[src/bpc_defines.svh]
// constants for the protocol unit codec: octet layout, codes and lengths
// assumes inclusion by the package and by the codec module only
`ifndef BPC_DEFINES_SVH
`define BPC_DEFINES_SVH

// field widths
`define BPC_BID_W    64
`define BPC_COST_W   32
`define BPC_PID_W    16
`define BPC_TIMER_W  16
`define BPC_FRAME_W  280

// fixed header values
`define BPC_PROTO_ID 16'h0000
`define BPC_VERSION  8'h00
`define BPC_TYPE_CFG 8'h00
`define BPC_TYPE_TCN 8'h80

// flag bit positions within the flag octet (bit 1 = index 0)
`define BPC_FLAG_TCA 7
`define BPC_FLAG_TC  0

// unit lengths and octet numbers
`define BPC_CFG_LEN  6'h23
`define BPC_TCN_LEN  6'h04
`define BPC_PID_OCT  6'h02
`define BPC_CNT_SAT  6'h24

// timer fields count in 1/256 s
`define BPC_TIMER_HZ 256

// reset value of octet registers
`define BPC_RST_OCT  8'h00

`endif

[src/bpc_pkg.sv]
// types shared by the protocol unit codec and its tests
// assumes bpc_defines.svh is on the include path
`include "bpc_defines.svh"

package bpc_pkg;

   // decoded or to-be-encoded configuration unit
   typedef struct packed {
      logic                      tc_ack;
      logic                      tc;
      logic [`BPC_BID_W-1:0]     root_id;
      logic [`BPC_COST_W-1:0]    path_cost;
      logic [`BPC_BID_W-1:0]     bridge_id;
      logic [`BPC_PID_W-1:0]     port_id;
      logic [`BPC_TIMER_W-1:0]   msg_age;
      logic [`BPC_TIMER_W-1:0]   max_age;
      logic [`BPC_TIMER_W-1:0]   hello_time;
      logic [`BPC_TIMER_W-1:0]   fwd_delay;
   } bpc_cfg_t;

   // one octet of a unit on the wire, with end marker
   typedef struct packed {
      logic       last;
      logic [7:0] octet;
   } bpc_oct_t;

   typedef enum logic [0:0] {
      BPC_TX_IDLE = 1'b0,
      BPC_TX_SEND = 1'b1
   } bpc_tx_state_t;

endpackage : bpc_pkg

[src/bpc_fifo.sv]
// small flip-flop fifo with valid/ready on both sides
// assumes a single clock and synchronous active-low reset
module bpc_fifo #(
   parameter int W     = 9,
   parameter int DEPTH = 4
) (
   // clock and reset
   input  wire logic         core_clk,
   input  wire logic         rst_b,
   // fill side
   input  wire logic         in_valid,
   output logic              in_ready,
   input  wire logic [W-1:0] in_data,
   // drain side
   output logic              out_valid,
   input  wire logic         out_ready,
   output logic [W-1:0]      out_data
);
   import bpc_pkg::*;

   localparam int AW = (DEPTH > 1) ? $clog2(DEPTH) : 1;

   logic [W-1:0]  mem_q [DEPTH];
   logic [AW-1:0] wr_q;
   logic [AW-1:0] rd_q;
   logic [AW:0]   cnt_q;
   logic          push;
   logic          pop;

   assign in_ready  = (cnt_q != (AW+1)'(DEPTH));
   assign out_valid = (cnt_q != '0);
   assign out_data  = mem_q[rd_q];
   assign push      = in_valid && in_ready;
   assign pop       = out_valid && out_ready;

   genvar gi;
   generate
      for (gi = 0; gi < DEPTH; gi++) begin : g_ent
         always_ff @(posedge core_clk) begin
            if (!rst_b) begin
               mem_q[gi] <= '0;
            end else if (push && (wr_q == AW'(gi))) begin
               mem_q[gi] <= in_data;
            end
         end
      end
   endgenerate

   always_ff @(posedge core_clk) begin
      if (!rst_b) begin
         wr_q  <= '0;
         rd_q  <= '0;
         cnt_q <= '0;
      end else begin
         if (push) begin
            wr_q <= (wr_q == AW'(DEPTH-1)) ? '0 : wr_q + AW'(1);
         end
         if (pop) begin
            rd_q <= (rd_q == AW'(DEPTH-1)) ? '0 : rd_q + AW'(1);
         end
         cnt_q <= cnt_q + (AW+1)'(push) - (AW+1)'(pop);
      end
   end

endmodule : bpc_fifo

[src/bpc_cmp.sv]
// unsigned priority compare: the lesser value has the higher priority
// assumes both operands are stable register outputs
module bpc_cmp #(
   parameter int W = 64
) (
   // operands
   input  wire logic [W-1:0] a,
   input  wire logic [W-1:0] b,
   // result
   output logic              a_better,
   output logic              same
);
   import bpc_pkg::*;

   assign a_better = (a < b);
   assign same     = (a == b);

endmodule : bpc_cmp

[src/bpc_codec.sv]
// protocol unit codec: builds and parses configuration and
// topology change notification units as octet streams
// assumes octet streams come from logic on core_clk
`include "bpc_defines.svh"
module bpc_codec #(
   parameter int FIFO_DEPTH = 4
) (
   // clock and reset
   input  wire logic                     core_clk,
   input  wire logic                     rst_b,
   // bridge settings
   input  wire logic [15:0]              bridge_prio,
   input  wire logic [47:0]              bridge_mac,
   input  wire logic [7:0]               port_prio,
   input  wire logic [7:0]               port_num,
   output logic [`BPC_BID_W-1:0]         own_bridge_id,
   output logic [`BPC_PID_W-1:0]         own_port_id,
   // transmit request
   input  wire logic                     tx_req,
   input  wire logic                     tx_tcn,
   input  wire bpc_pkg::bpc_cfg_t        tx_fields,
   output logic                          tx_busy,
   output logic                          tx_refused,
   // transmit octets
   output logic                          tx_valid,
   input  wire logic                     tx_ready,
   output bpc_pkg::bpc_oct_t             tx_oct,
   // receive octets
   input  wire logic                     rx_valid,
   input  wire bpc_pkg::bpc_oct_t        rx_oct,
   // receive results
   output bpc_pkg::bpc_cfg_t             rx_fields,
   output logic                          rx_is_tcn,
   output logic [7:0]                    rx_version,
   output logic                          rx_accept,
   output logic                          rx_discard,
   output logic                          rx_root_better,
   output logic                          rx_port_better
);
   import bpc_pkg::*;

   // own identifiers
   always_ff @(posedge core_clk) begin
      if (!rst_b) begin
         own_bridge_id <= '0;
         own_port_id   <= '0;
      end else begin
         // address octet one lands in id octet three, bits as is
         own_bridge_id <= {bridge_prio, bridge_mac};
         own_port_id   <= {port_prio, port_num};
      end
   end

   // transmit side
   bpc_tx_state_t            tx_state_q;
   logic [`BPC_FRAME_W-1:0]  tx_sr_q;
   logic [5:0]               tx_left_q;
   logic [5:0]               tx_len_q;
   logic                     tx_tcn_q;
   logic                     tx_refused_q;
   logic                     tx_take;
   logic                     tx_bad;
   logic                     tx_push;
   logic                     fifo_in_ready;
   logic [5:0]               tx_octnum;
   logic [7:0]               tx_flags;
   logic [`BPC_FRAME_W-1:0]  tx_cfg_frame;
   logic [`BPC_FRAME_W-1:0]  tx_tcn_frame;
   bpc_oct_t                 tx_in;

   assign tx_take  = (tx_state_q == BPC_TX_IDLE) && tx_req;
   assign tx_bad   = !tx_tcn &&
                     ((tx_fields.msg_age >= tx_fields.max_age) ||
                      (port_num == 8'h00));
   assign tx_push  = (tx_state_q == BPC_TX_SEND) && fifo_in_ready;
   assign tx_busy  = (tx_state_q == BPC_TX_SEND);
   assign tx_refused = tx_refused_q;
   assign tx_octnum  = 6'(tx_len_q - tx_left_q + 6'h01);

   always_comb begin
      tx_flags = '0;
      tx_flags[`BPC_FLAG_TCA] = tx_fields.tc_ack;
      tx_flags[`BPC_FLAG_TC]  = tx_fields.tc;
   end

   // header, then fields, most significant octet first
   assign tx_cfg_frame = {`BPC_PROTO_ID,
                          `BPC_VERSION,
                          `BPC_TYPE_CFG,
                          tx_flags,
                          tx_fields.root_id,
                          tx_fields.path_cost,
                          own_bridge_id,
                          own_port_id,
                          tx_fields.msg_age,
                          tx_fields.max_age,
                          tx_fields.hello_time,
                          tx_fields.fwd_delay};
   assign tx_tcn_frame = {`BPC_PROTO_ID, `BPC_VERSION,
                          `BPC_TYPE_TCN,
                          {(`BPC_FRAME_W-32){1'b0}}};

   always_ff @(posedge core_clk) begin
      if (!rst_b) begin
         tx_state_q <= BPC_TX_IDLE;
      end else begin
         case (tx_state_q)
            BPC_TX_IDLE: begin
               if (tx_take && !tx_bad) begin
                  tx_state_q <= BPC_TX_SEND;
               end
            end
            BPC_TX_SEND: begin
               if (tx_push && (tx_left_q == 6'h01)) begin
                  tx_state_q <= BPC_TX_IDLE;
               end
            end
            default: begin
               tx_state_q <= BPC_TX_IDLE;
            end
         endcase
      end
   end

   always_ff @(posedge core_clk) begin
      if (!rst_b) begin
         tx_sr_q   <= '0;
         tx_left_q <= '0;
         tx_len_q  <= '0;
         tx_tcn_q  <= 1'b0;
      end else if (tx_take && !tx_bad) begin
         tx_sr_q   <= tx_tcn ? tx_tcn_frame : tx_cfg_frame;
         tx_left_q <= tx_tcn ? `BPC_TCN_LEN : `BPC_CFG_LEN;
         tx_len_q  <= tx_tcn ? `BPC_TCN_LEN : `BPC_CFG_LEN;
         tx_tcn_q  <= tx_tcn;
      end else if (tx_push) begin
         tx_sr_q   <= {tx_sr_q[`BPC_FRAME_W-9:0], `BPC_RST_OCT};
         tx_left_q <= tx_left_q - 6'h01;
      end
   end

   always_ff @(posedge core_clk) begin
      if (!rst_b) begin
         tx_refused_q <= 1'b0;
      end else begin
         tx_refused_q <= tx_take && tx_bad;
      end
   end

   assign tx_in.last  = (tx_left_q == 6'h01);
   assign tx_in.octet = tx_sr_q[`BPC_FRAME_W-1 -: 8];

   bpc_fifo #(
      .W     ($bits(bpc_oct_t)),
      .DEPTH (FIFO_DEPTH)
   ) u_fifo (
      .core_clk  (core_clk),
      .rst_b     (rst_b),
      .in_valid  (tx_state_q == BPC_TX_SEND),
      .in_ready  (fifo_in_ready),
      .in_data   (tx_in),
      .out_valid (tx_valid),
      .out_ready (tx_ready),
      .out_data  (tx_oct)
   );

   // receive side
   logic [`BPC_FRAME_W-9:0]  rx_sr_q;
   logic [5:0]               rx_cnt_q;
   logic                     rx_done_q;
   logic                     rx_pid_ok_q;
   logic [5:0]               rx_n;
   logic [`BPC_FRAME_W-1:0]  rx_full;
   logic                     rx_acc_d;
   logic                     rx_dis_d;
   logic                     rx_tcn_d;
   bpc_cfg_t                 rx_dec;
   bpc_cfg_t                 rx_fields_q;
   logic                     rx_is_tcn_q;
   logic [7:0]               rx_version_q;
   logic                     rx_accept_q;
   logic                     rx_discard_q;

   // fields of a full unit, octet k at bits 287-8k down
   always_comb begin
      rx_full          = {rx_sr_q, rx_oct.octet};
      rx_dec.tc_ack    = rx_full[247 - (7 - `BPC_FLAG_TCA)];
      rx_dec.tc        = rx_full[240 + `BPC_FLAG_TC];
      rx_dec.root_id   = rx_full[239:176];
      rx_dec.path_cost = rx_full[175:144];
      rx_dec.bridge_id = rx_full[143:80];
      rx_dec.port_id   = rx_full[79:64];
      rx_dec.msg_age   = rx_full[63:48];
      rx_dec.max_age   = rx_full[47:32];
      rx_dec.hello_time = rx_full[31:16];
      rx_dec.fwd_delay = rx_full[15:0];
   end

   always_comb begin
      rx_n     = (rx_cnt_q == `BPC_CNT_SAT) ? `BPC_CNT_SAT
                                            : rx_cnt_q + 6'h01;
      rx_acc_d = 1'b0;
      rx_dis_d = 1'b0;
      rx_tcn_d = 1'b0;
      if (rx_valid && !rx_done_q) begin
         if (rx_n == `BPC_TCN_LEN) begin
            // version octet is not looked at
            if (!rx_pid_ok_q) begin
               rx_dis_d = 1'b1;
            end else if (rx_oct.octet == `BPC_TYPE_TCN) begin
               rx_acc_d = 1'b1;
               rx_tcn_d = 1'b1;
            end else if (rx_oct.octet != `BPC_TYPE_CFG) begin
               rx_dis_d = 1'b1;
            end
         end else if (rx_n == `BPC_CFG_LEN) begin
            if (rx_dec.msg_age < rx_dec.max_age) begin
               rx_acc_d = 1'b1;
            end else begin
               rx_dis_d = 1'b1;
            end
         end
         if (rx_oct.last && !rx_acc_d) begin
            rx_dis_d = 1'b1;
         end
      end
   end

   // octet count and decision state per unit
   always_ff @(posedge core_clk) begin
      if (!rst_b) begin
         rx_cnt_q    <= '0;
         rx_done_q   <= 1'b0;
         rx_pid_ok_q <= 1'b0;
      end else if (rx_valid) begin
         if (rx_oct.last) begin
            rx_cnt_q    <= '0;
            rx_done_q   <= 1'b0;
            rx_pid_ok_q <= 1'b0;
         end else begin
            rx_cnt_q  <= rx_n;
            // trailing octets are dropped once decided
            rx_done_q <= rx_done_q || rx_acc_d || rx_dis_d;
            if (rx_n == `BPC_PID_OCT) begin
               rx_pid_ok_q <= ({rx_sr_q[7:0], rx_oct.octet} ==
                               `BPC_PROTO_ID);
            end
         end
      end
   end

   always_ff @(posedge core_clk) begin
      if (!rst_b) begin
         rx_sr_q <= '0;
      end else if (rx_valid && !rx_done_q) begin
         rx_sr_q <= {rx_sr_q[`BPC_FRAME_W-17:0], rx_oct.octet};
      end
   end

   // results
   always_ff @(posedge core_clk) begin
      if (!rst_b) begin
         rx_accept_q  <= 1'b0;
         rx_discard_q <= 1'b0;
      end else begin
         rx_accept_q  <= rx_acc_d;
         rx_discard_q <= rx_dis_d;
      end
   end

   always_ff @(posedge core_clk) begin
      if (!rst_b) begin
         rx_fields_q  <= '0;
         rx_is_tcn_q  <= 1'b0;
         rx_version_q <= `BPC_RST_OCT;
      end else if (rx_acc_d) begin
         rx_is_tcn_q  <= rx_tcn_d;
         rx_version_q <= rx_tcn_d ? rx_sr_q[7:0] : rx_full[263:256];
         if (!rx_tcn_d) begin
            rx_fields_q <= rx_dec;
         end
      end
   end

   assign rx_fields  = rx_fields_q;
   assign rx_is_tcn  = rx_is_tcn_q;
   assign rx_version = rx_version_q;
   assign rx_accept  = rx_accept_q;
   assign rx_discard = rx_discard_q;

   // priority compares against own identifiers
   bpc_cmp #(
      .W (`BPC_BID_W)
   ) u_cmp_root (
      .a        (rx_fields_q.root_id),
      .b        (own_bridge_id),
      .a_better (rx_root_better),
      .same     ()
   );
   bpc_cmp #(
      .W (`BPC_PID_W)
   ) u_cmp_port (
      .a        (rx_fields_q.port_id),
      .b        (own_port_id),
      .a_better (rx_port_better),
      .same     ()
   );
endmodule : bpc_codec

[config.mk]
export PLATFORM = sky130hd
export DESIGN_NAME = bpc_codec
export DESIGN_NICKNAME = d
export VERILOG_FILES = /design/src/bpc_pkg.sv /design/src/bpc_fifo.sv /design/src/bpc_cmp.sv /design/src/bpc_codec.sv
export VERILOG_INCLUDE_DIRS = /design/src
export SDC_FILE = /design/constraint.sdc
export NUM_CORES = 2
export LEC_CHECK = 0
export ABC_CLOCK_PERIOD_IN_PS = 3100
export BUFFER_PORTS_ARGS = -buffer_cell sky130_fd_sc_hd__buf_2
export CELL_PAD_IN_SITES_DETAIL_PLACEMENT = 0
export CELL_PAD_IN_SITES_GLOBAL_PLACEMENT = 2
export CORE_UTILIZATION = 30
export DETAILED_ROUTE_END_ITERATION = 10
export PLACE_DENSITY = 0.85
export SETUP_SLACK_MARGIN = 0.15
export SYNTH_ARGS = -nofsm -noshare
export SYNTH_HDL_FRONTEND = slang
export SYNTH_SLANG_ARGS = --single-unit
[constraint.sdc]
create_clock -name core_clk -period 3.1 [get_ports core_clk]
set_clock_uncertainty 0.2 [all_clocks]
set_input_delay 0.62 -clock core_clk [delete_from_list [all_inputs] [get_ports core_clk]]
set_output_delay 0.62 -clock core_clk [all_outputs]
set_load 0.005 [all_outputs]
# == Yosys cells after proc, flatten, opt, wreduce, memory -nomap -nowiden ==
# Memories as Yosys holds them, arrays and structs flattened. A register that Yosys moved wholly into a read port is not among the register bits.
# Cells that the tools add are included.
# totals
reg_bits,892
ram_bits,36
in_bits,337
word_cells,137
memories,1
# op_classes
n_addsub,6
magnitude_cmp,4
n_eq_ne,11
mux,53
n_bitwise,6
reduce_logical,29
# mem_list
name,depth,word_bits,read_ports,rd_ports_with_merged_regs,wr,line,text
u_fifo.mem_q,4,9,1,1,4,bpc_fifo.sv:23,logic [W-1:0] mem_q [DEPTH];
# op_table
operator,count
two-way mux 280 bit,2
two-way mux 256 bit,1
less-than comparator 64 bit,1
two-way mux 9 bit,4
two-way mux 1 bit,35
less-than comparator 16 bit,2
two-way mux 6 bit,5
>= comparator 16 bit,1
zero test 16 bit,1
logical AND 1 bit,13
"== test 6 bit, second input constant",2
"== test 8 bit, second input constant",1
zero test 8 bit,1
two-way mux 2 bit,4
two-way mux 8 bit,1
nonzero test 8 bit,1
"adder 6 x 1 -> 6 bit, second input constant",1
"== test 2 bit, second input constant",3
"== test 6 x 1 -> 1 bit, second input constant",1
"== test 6 x 2 -> 1 bit, second input constant",1
"== test 6 x 3 -> 1 bit, second input constant",1
"subtractor 6 x 1 -> 6 bit, second input constant",1
"adder 2 x 1 -> 2 bit, second input constant",2
zero test 1 bit,4
other kinds (12),20

# == Depth between registers and ports, before layout ==
# logic_depth
word_depth,12
mapped_depth,12

# == Modules after synthesis ==
# Synthesis repeated with hierarchy kept, for this count alone.
# unflattened
hier_cells,4030
hier_area_um2,37684.9
# modules_own_cells
mod,instances,cells_per_inst,area_each_um2,seq_area_each_um2
bpc_codec,1,3601,33631.0,17717.0
bpc_fifo,1,142,2026.9,1261.2
bpc_cmp at u_cmp_root,1,231,1627.8,0.0
bpc_cmp at u_cmp_port,1,56,399.1,0.0

# == Worst setup path after synthesis ==
# No wires, ideal clock.
# synth_path
path_kind,input -> register
startpoint,input tx_fields[34] (netlist bit)
endpoint,register tx_sr_q[10]
setup_time_ps,127
t_arrival_ps,2835
setup_slack_ps,-62
stages,11
n_path_buf,2
path_cell_list,inv_1 -> ha_1 -> a211o_1 -> a31oi_1 -> o31a_1 -> o31ai_1 -> a21oi_1 -> o31a_1 -> clkbuf_1 -> clkbuf_1 -> o2bb2ai_1
# synth_between
elab_chain_cells,6
word_cells_on_any_way,7
classes_between,order compare (1); mux (1); reduce/logical (5)
# synth_lines
element,line,text
from (decl),bpc_codec.sv:21,"input wire bpc_pkg::bpc_cfg_t tx_fields,"
>= comparator 16 bit *,bpc_codec.sv:73,((tx_fields.msg_age >= tx_fields.max_age) ||
logical OR 1 bit *,bpc_codec.sv:73,
logical AND 1 bit *,bpc_codec.sv:72,assign tx_bad = !tx_tcn &&
zero test 1 bit *,bpc_codec.sv:131,end else if (tx_take && !tx_bad) begin
logical AND 1 bit *,bpc_codec.sv:131,
two-way mux 280 bit or nonzero test 2 bit (tied branches),n/a,
to (signal assigned),bpc_codec.sv:132,tx_sr_q <= tx_tcn ? tx_tcn_frame : tx_cfg_frame;
to (signal assigned),bpc_codec.sv:137,"tx_sr_q <= {tx_sr_q[`BPC_FRAME_W-9:0], `BPC_RST_OCT};"
to (decl),bpc_codec.sv:56,logic [`BPC_FRAME_W-1:0] tx_sr_q;
# Every way passes the cells marked *; elsewhere a longest branch is shown, timed or not.
# A chain may end at the register's enable or synchronous reset.

# == Final worst setup path ==
# layout_path
startpoint,register own_bridge_id[49]
endpoint,output rx_root_better
# layout_between
elab_chain_cells,1
# layout_lines
element,line,text
from (decl),bpc_codec.sv:16,"output logic [`BPC_BID_W-1:0] own_bridge_id,"
from (signal assigned),bpc_codec.sv:49,"own_bridge_id <= {bridge_prio, bridge_mac};"
less-than comparator 64 bit,bpc_cmp.sv:15,assign a_better = (a < b);
to (decl),bpc_codec.sv:37,"output logic rx_root_better,"
# No other way between the ends.

==> results.json <==
{
  "end_kind": "primary output",
  "netlist_area_sq_um": 36000,
  "switchingPower_mw": 7.30,
  "dr.first_iter.drc_count": 2157,
  "startpoint_type": "flip-flop",
  "r2r_start": "rx_cnt_q[1]$_SDFFE_PN0P_",
  "track_usage_pct": 19.6,
  "die_width_um": 349,
  "crit_fanout": 2,
  "worstReg2RegEnd": "rx_fields[207]$_SDFFE_PN0P_",
  "grt_pass1_vias": 30500,
  "clock_latency_ns": 0.70,
  "fin_area_sq_um": 50900,
  "fin_ws_ns": -0.615,
  "cts_max_path_buffers": 3,
  "seqPwrFrac_pct": 44.2,
  "r2r_cells": 11,
  "antenna_found_initial": 11,
  "syn_avg_cell_area_sq_um": 8.99,
  "critical_path_class": "reg2out",
  "vias": 32100,
  "ir_worst_vdd_uv": 416,
  "synth-edff-count": 36,
  "gp_congestion": 0.832,
  "fp-row-count": 126,
  "grt_max_degree": 148,
  "port_buffers": 603,
  "ys_seq_elements": 930,
  "min_path_cells": 3,
  "drt.antenna.violating_nets": 0,
  "pwr-share-comb_pct": 10.5,
  "avgViaCountPerCell": 4.87,
  "timing.slew.headroom_pct": 30.5,
  "critical_path_required_ns": 2.28,
  "crit_chain": "inv_1 -> ha_1 -> a211o_1 -> o211ai_1 -> a21oi_1 -> o211ai_1 -> a211o_1 -> o211ai_1 -> a211oi_2 -> buf_2",
  "clkTransAtPathRegs_ns": 0.06,
  "finalHoldViolations": 0,
  "die_y_um": 349,
  "setup_violations": 2,
  "h-tree-depth": 3,
  "min_to": "tx_sr_q[40]$_SDFFE_PN0P_",
  "path_delay_family": "compound AO/OA/AOI/OAI gates",
  "maxCapViolCount": 0,
  "min_period_ns": 3.72,
  "initial_core_util_pct": 30.4,
  "syn_nets": 4467,
  "crit_top_cell": "o211ai_1",
  "yosys.area.top_type_share_pct": 49.7,
  "ios": 684,
  "rrSetupSlack_ns": 0.08,
  "whs_ns": 0.0727,
  "core_sq_um": 119000,
  "dp_hpwl_mm": 85.3,
  "synth_cells": 4007,
  "cpPeakStageDelay_ns": 0.33,
  "cts_root_buf": "clkbuf_16",
  "cp_num_buf_inv": 2,
  "overflow": 0,
  "place_area_sq_um": 41200,
  "rsz0062_at_grt": "yes",
  "route.detailed.drc": 0,
  "outcome": "complete, but fails checks",
  "cp_data_arrival_time_ns": 2.90,
  "period_share_pct": 120,
  "cp_slowest_cell": "dfxtp_2",
  "drive_gt1_share_pct": 27.0,
  "post_drt_wl_per_cell_um": 20.4,
  "swShare_pct": 25.4,
  "cts_sinks": 930,
  "ys_types": 62,
  "wl_mm": 134,
  "p_int_mw": 21.5,
  "numCtsBuffers": 104,
  "grt_pass1_wl_mm": 185,
  "p_per_area_nw_per_um2": 566,
  "synth_area_leaders": "dfxtp_1, nand2_1, a21oi_1",
  "syn_to_final_growth_pct": 41.2,
  "ys_async_sr_fraction_pct": 0,
  "nets": 5353,
  "postLayoutCoreUtil_pct": 42.9,
  "cts_tree": "built",
  "leakagePower_nw": 20.7,
  "synth_ff_type": "dfxtp_1",
  "yosysTopAreaCell": "dfxtp_1",
  "holdCritStartpoint": "tx_fields[40]",
  "fillerInstances": 11700,
  "hp-class": "in2reg",
  "dieArea_sq_um": 121000,
  "fmax_mhz": 269,
  "yosysWarnings": 0,
  "yosysSeqAreaShare_pct": 52.7,
  "violations": "setup timing",
  "tightest_slew_ns": 1.04,
  "finalMaxSlewViolations": 0,
  "clkPwrFrac_pct": 45.3,
  "dr.pass1.iters": 5
}
==> tightest hold or removal path: stages <==
cell and delay, ns:
buf_2 0.10, inv_1 0.08, o22ai_1 0.09
==> cells in the final DEF, fill, tap and decap left out, drive strengths merged, types with 4 or more instances in the layout <==
| cell | Yosys | final |
|---|---|---|
| or4 | 5 | 5 |
| a21oi | 570 | 570 |
| or3 | 6 | 6 |
| nand2b | 9 | 9 |
| nor2 | 38 | 38 |
| a21o | 12 | 12 |
| nor3 | 17 | 17 |
| mux2i | 235 | 235 |
| nor2b | 4 | 4 |
| o21ai | 29 | 29 |
| a31oi | 6 | 6 |
| o2bb2ai | 140 | 140 |
| o211ai | 7 | 7 |
| a22o | 8 | 8 |
| mux4 | 9 | 9 |
| inv | 133 | 138 |
| edfxtp | 36 | 36 |
| nand4 | 20 | 20 |
| nor4 | 11 | 11 |
| bufinv | 0 | 11 |
| and3 | 6 | 6 |
| o22ai | 104 | 104 |
| o31a | 3 | 5 |
| and2 | 114 | 115 |
| nand3 | 5 | 5 |
| xnor2 | 5 | 5 |
| a211oi | 9 | 9 |
| buf | 86 | 788 |
| a2111oi | 4 | 4 |
| diode | 0 | 11 |
| dfxtp | 894 | 894 |
| dlygate4sd3 | 0 | 238 |
| clkinvlp | 0 | 6 |
| nand2 | 1117 | 1117 |
| clkbuf | 198 | 181 |
| a22oi | 10 | 10 |
| clkinv | 0 | 22 |
| ha | 122 | 122 |
==> layer usage <==
| metal | part of all wire, % | track usage, % | wire length, um |
|---|---|---|---|
| met3 | 5.5 | 4.02 | 7450 |
| met2 | 48 | 32.3 | 64700 |
| met4 | 3.0 | 6.29 | 4010 |
| met1 | 43 | 25.4 | 58200 |
| met5 | 0.016 | 0 | 22 |
==> layout make-up <==
type	instances	area, sq um	area share (%)
Antenna cell	11	27.5	0.0541
Clock buffer	147	3000	5.89
Clock inverter	44	647	1.27
Inverter	133	514	1.01
Multi-Input combinational cell	2663	17000	33.5
Sequential cell	930	19000	37.4
Tap cell	1600	2000	3.94
Timing Repair Buffer	1061	8620	17.0
==> cell usage after synthesis, types with 12 or more instances <==
library cell and count:
buf_2 55, buf_4 19, a21oi_1 570, a21o_1 12
dfxtp_1 894, ha_1 122, nor3_1 16, o22ai_1 104
inv_1 133, o2bb2ai_1 140, edfxtp_1 36, clkbuf_1 198
and2_1 113, o21ai_0 29, nor2_1 38, nand2_1 1117
mux2i_1 235, nand4_1 20
==> cells by family after synthesis <==
group / share of synthesized area, %
AND/OR/NAND/NOR: 15.7
flip-flops: 52.7
AO/OA/AOI/OAI: 15.3
buffers and inverters: 4.75
multiplexers: 7.09
adder cells (fa/ha/maj): 4.29
XOR/XNOR: 0.194
==> power by group through the flow <==
stage	sequential [mW]	clock, mW	combinational (mW)
after floorplan	12.8	0	1.69
after CTS	12.7	13.3	2.84
after global placement	13.0	0	2.55
after detailed placement	13.0	0	2.57
after global routing	12.7	13.8	3.28
final	12.7	13.0	3.03
==> sequential cells by signal, indices dropped and copies added, names as in the netlist, 6 cells and up, named ones only <==
name           cells
rx_fields        242
own_bridge_id     64
rx_version         8
u_fifo.mem_q      36
rx_cnt_q           6
tx_left_q          6
rx_sr_q          256
own_port_id       16
tx_sr_q          280
==> stage by stage <==
stage / setup slack (ns) / total power [mW] / std cells / setup TNS, ns
detailed placement: -0.265 / 15.5 / 6055 / -52.86
finish: -0.615 / 28.8 / 6589 / -0.723
global placement: -0.283 / 15.5 / 6055 / -56.75
floorplan: 0.0771 / 14.5 / 4007 / 0
global route: -0.683 / 29.8 / 6584 / -1.27
CTS: -0.687 / 28.9 / 6499 / -1.02
==> worst max-delay path by stage <==
stage | from | endpoint | slack (ns) | depth (start not counted)
after floorplan | tx_fields[34] | tx_sr_q[10]$_SDFFE_PN0P_ | 0.08 | 11
after global placement | tx_fields[34] | tx_sr_q[221]$_SDFFE_PN0P_ | -0.28 | 12
after detailed placement | tx_fields[34] | tx_sr_q[240]$_SDFFE_PN0P_ | -0.27 | 12
after CTS | own_bridge_id[62]$_SDFF_PN0_ | rx_root_better | -0.69 | 10
after global routing | own_bridge_id[1]$_SDFF_PN0_ | rx_root_better | -0.68 | 11
final | own_bridge_id[49]$_SDFF_PN0_ | rx_root_better | -0.62 | 10
==> timing repair <==
action / in CTS / in global routing
hold buffers: 238 / 0
pin swaps: 21 / 206
endpoints found under the setup margin: 260 / 518
buffers inserted: 12 / 23
gates resized for setup: 72 / 448
hold endpoints to repair: 246 / 0
cloned: 3 / 56
Power figures use the tool's default switching activity.
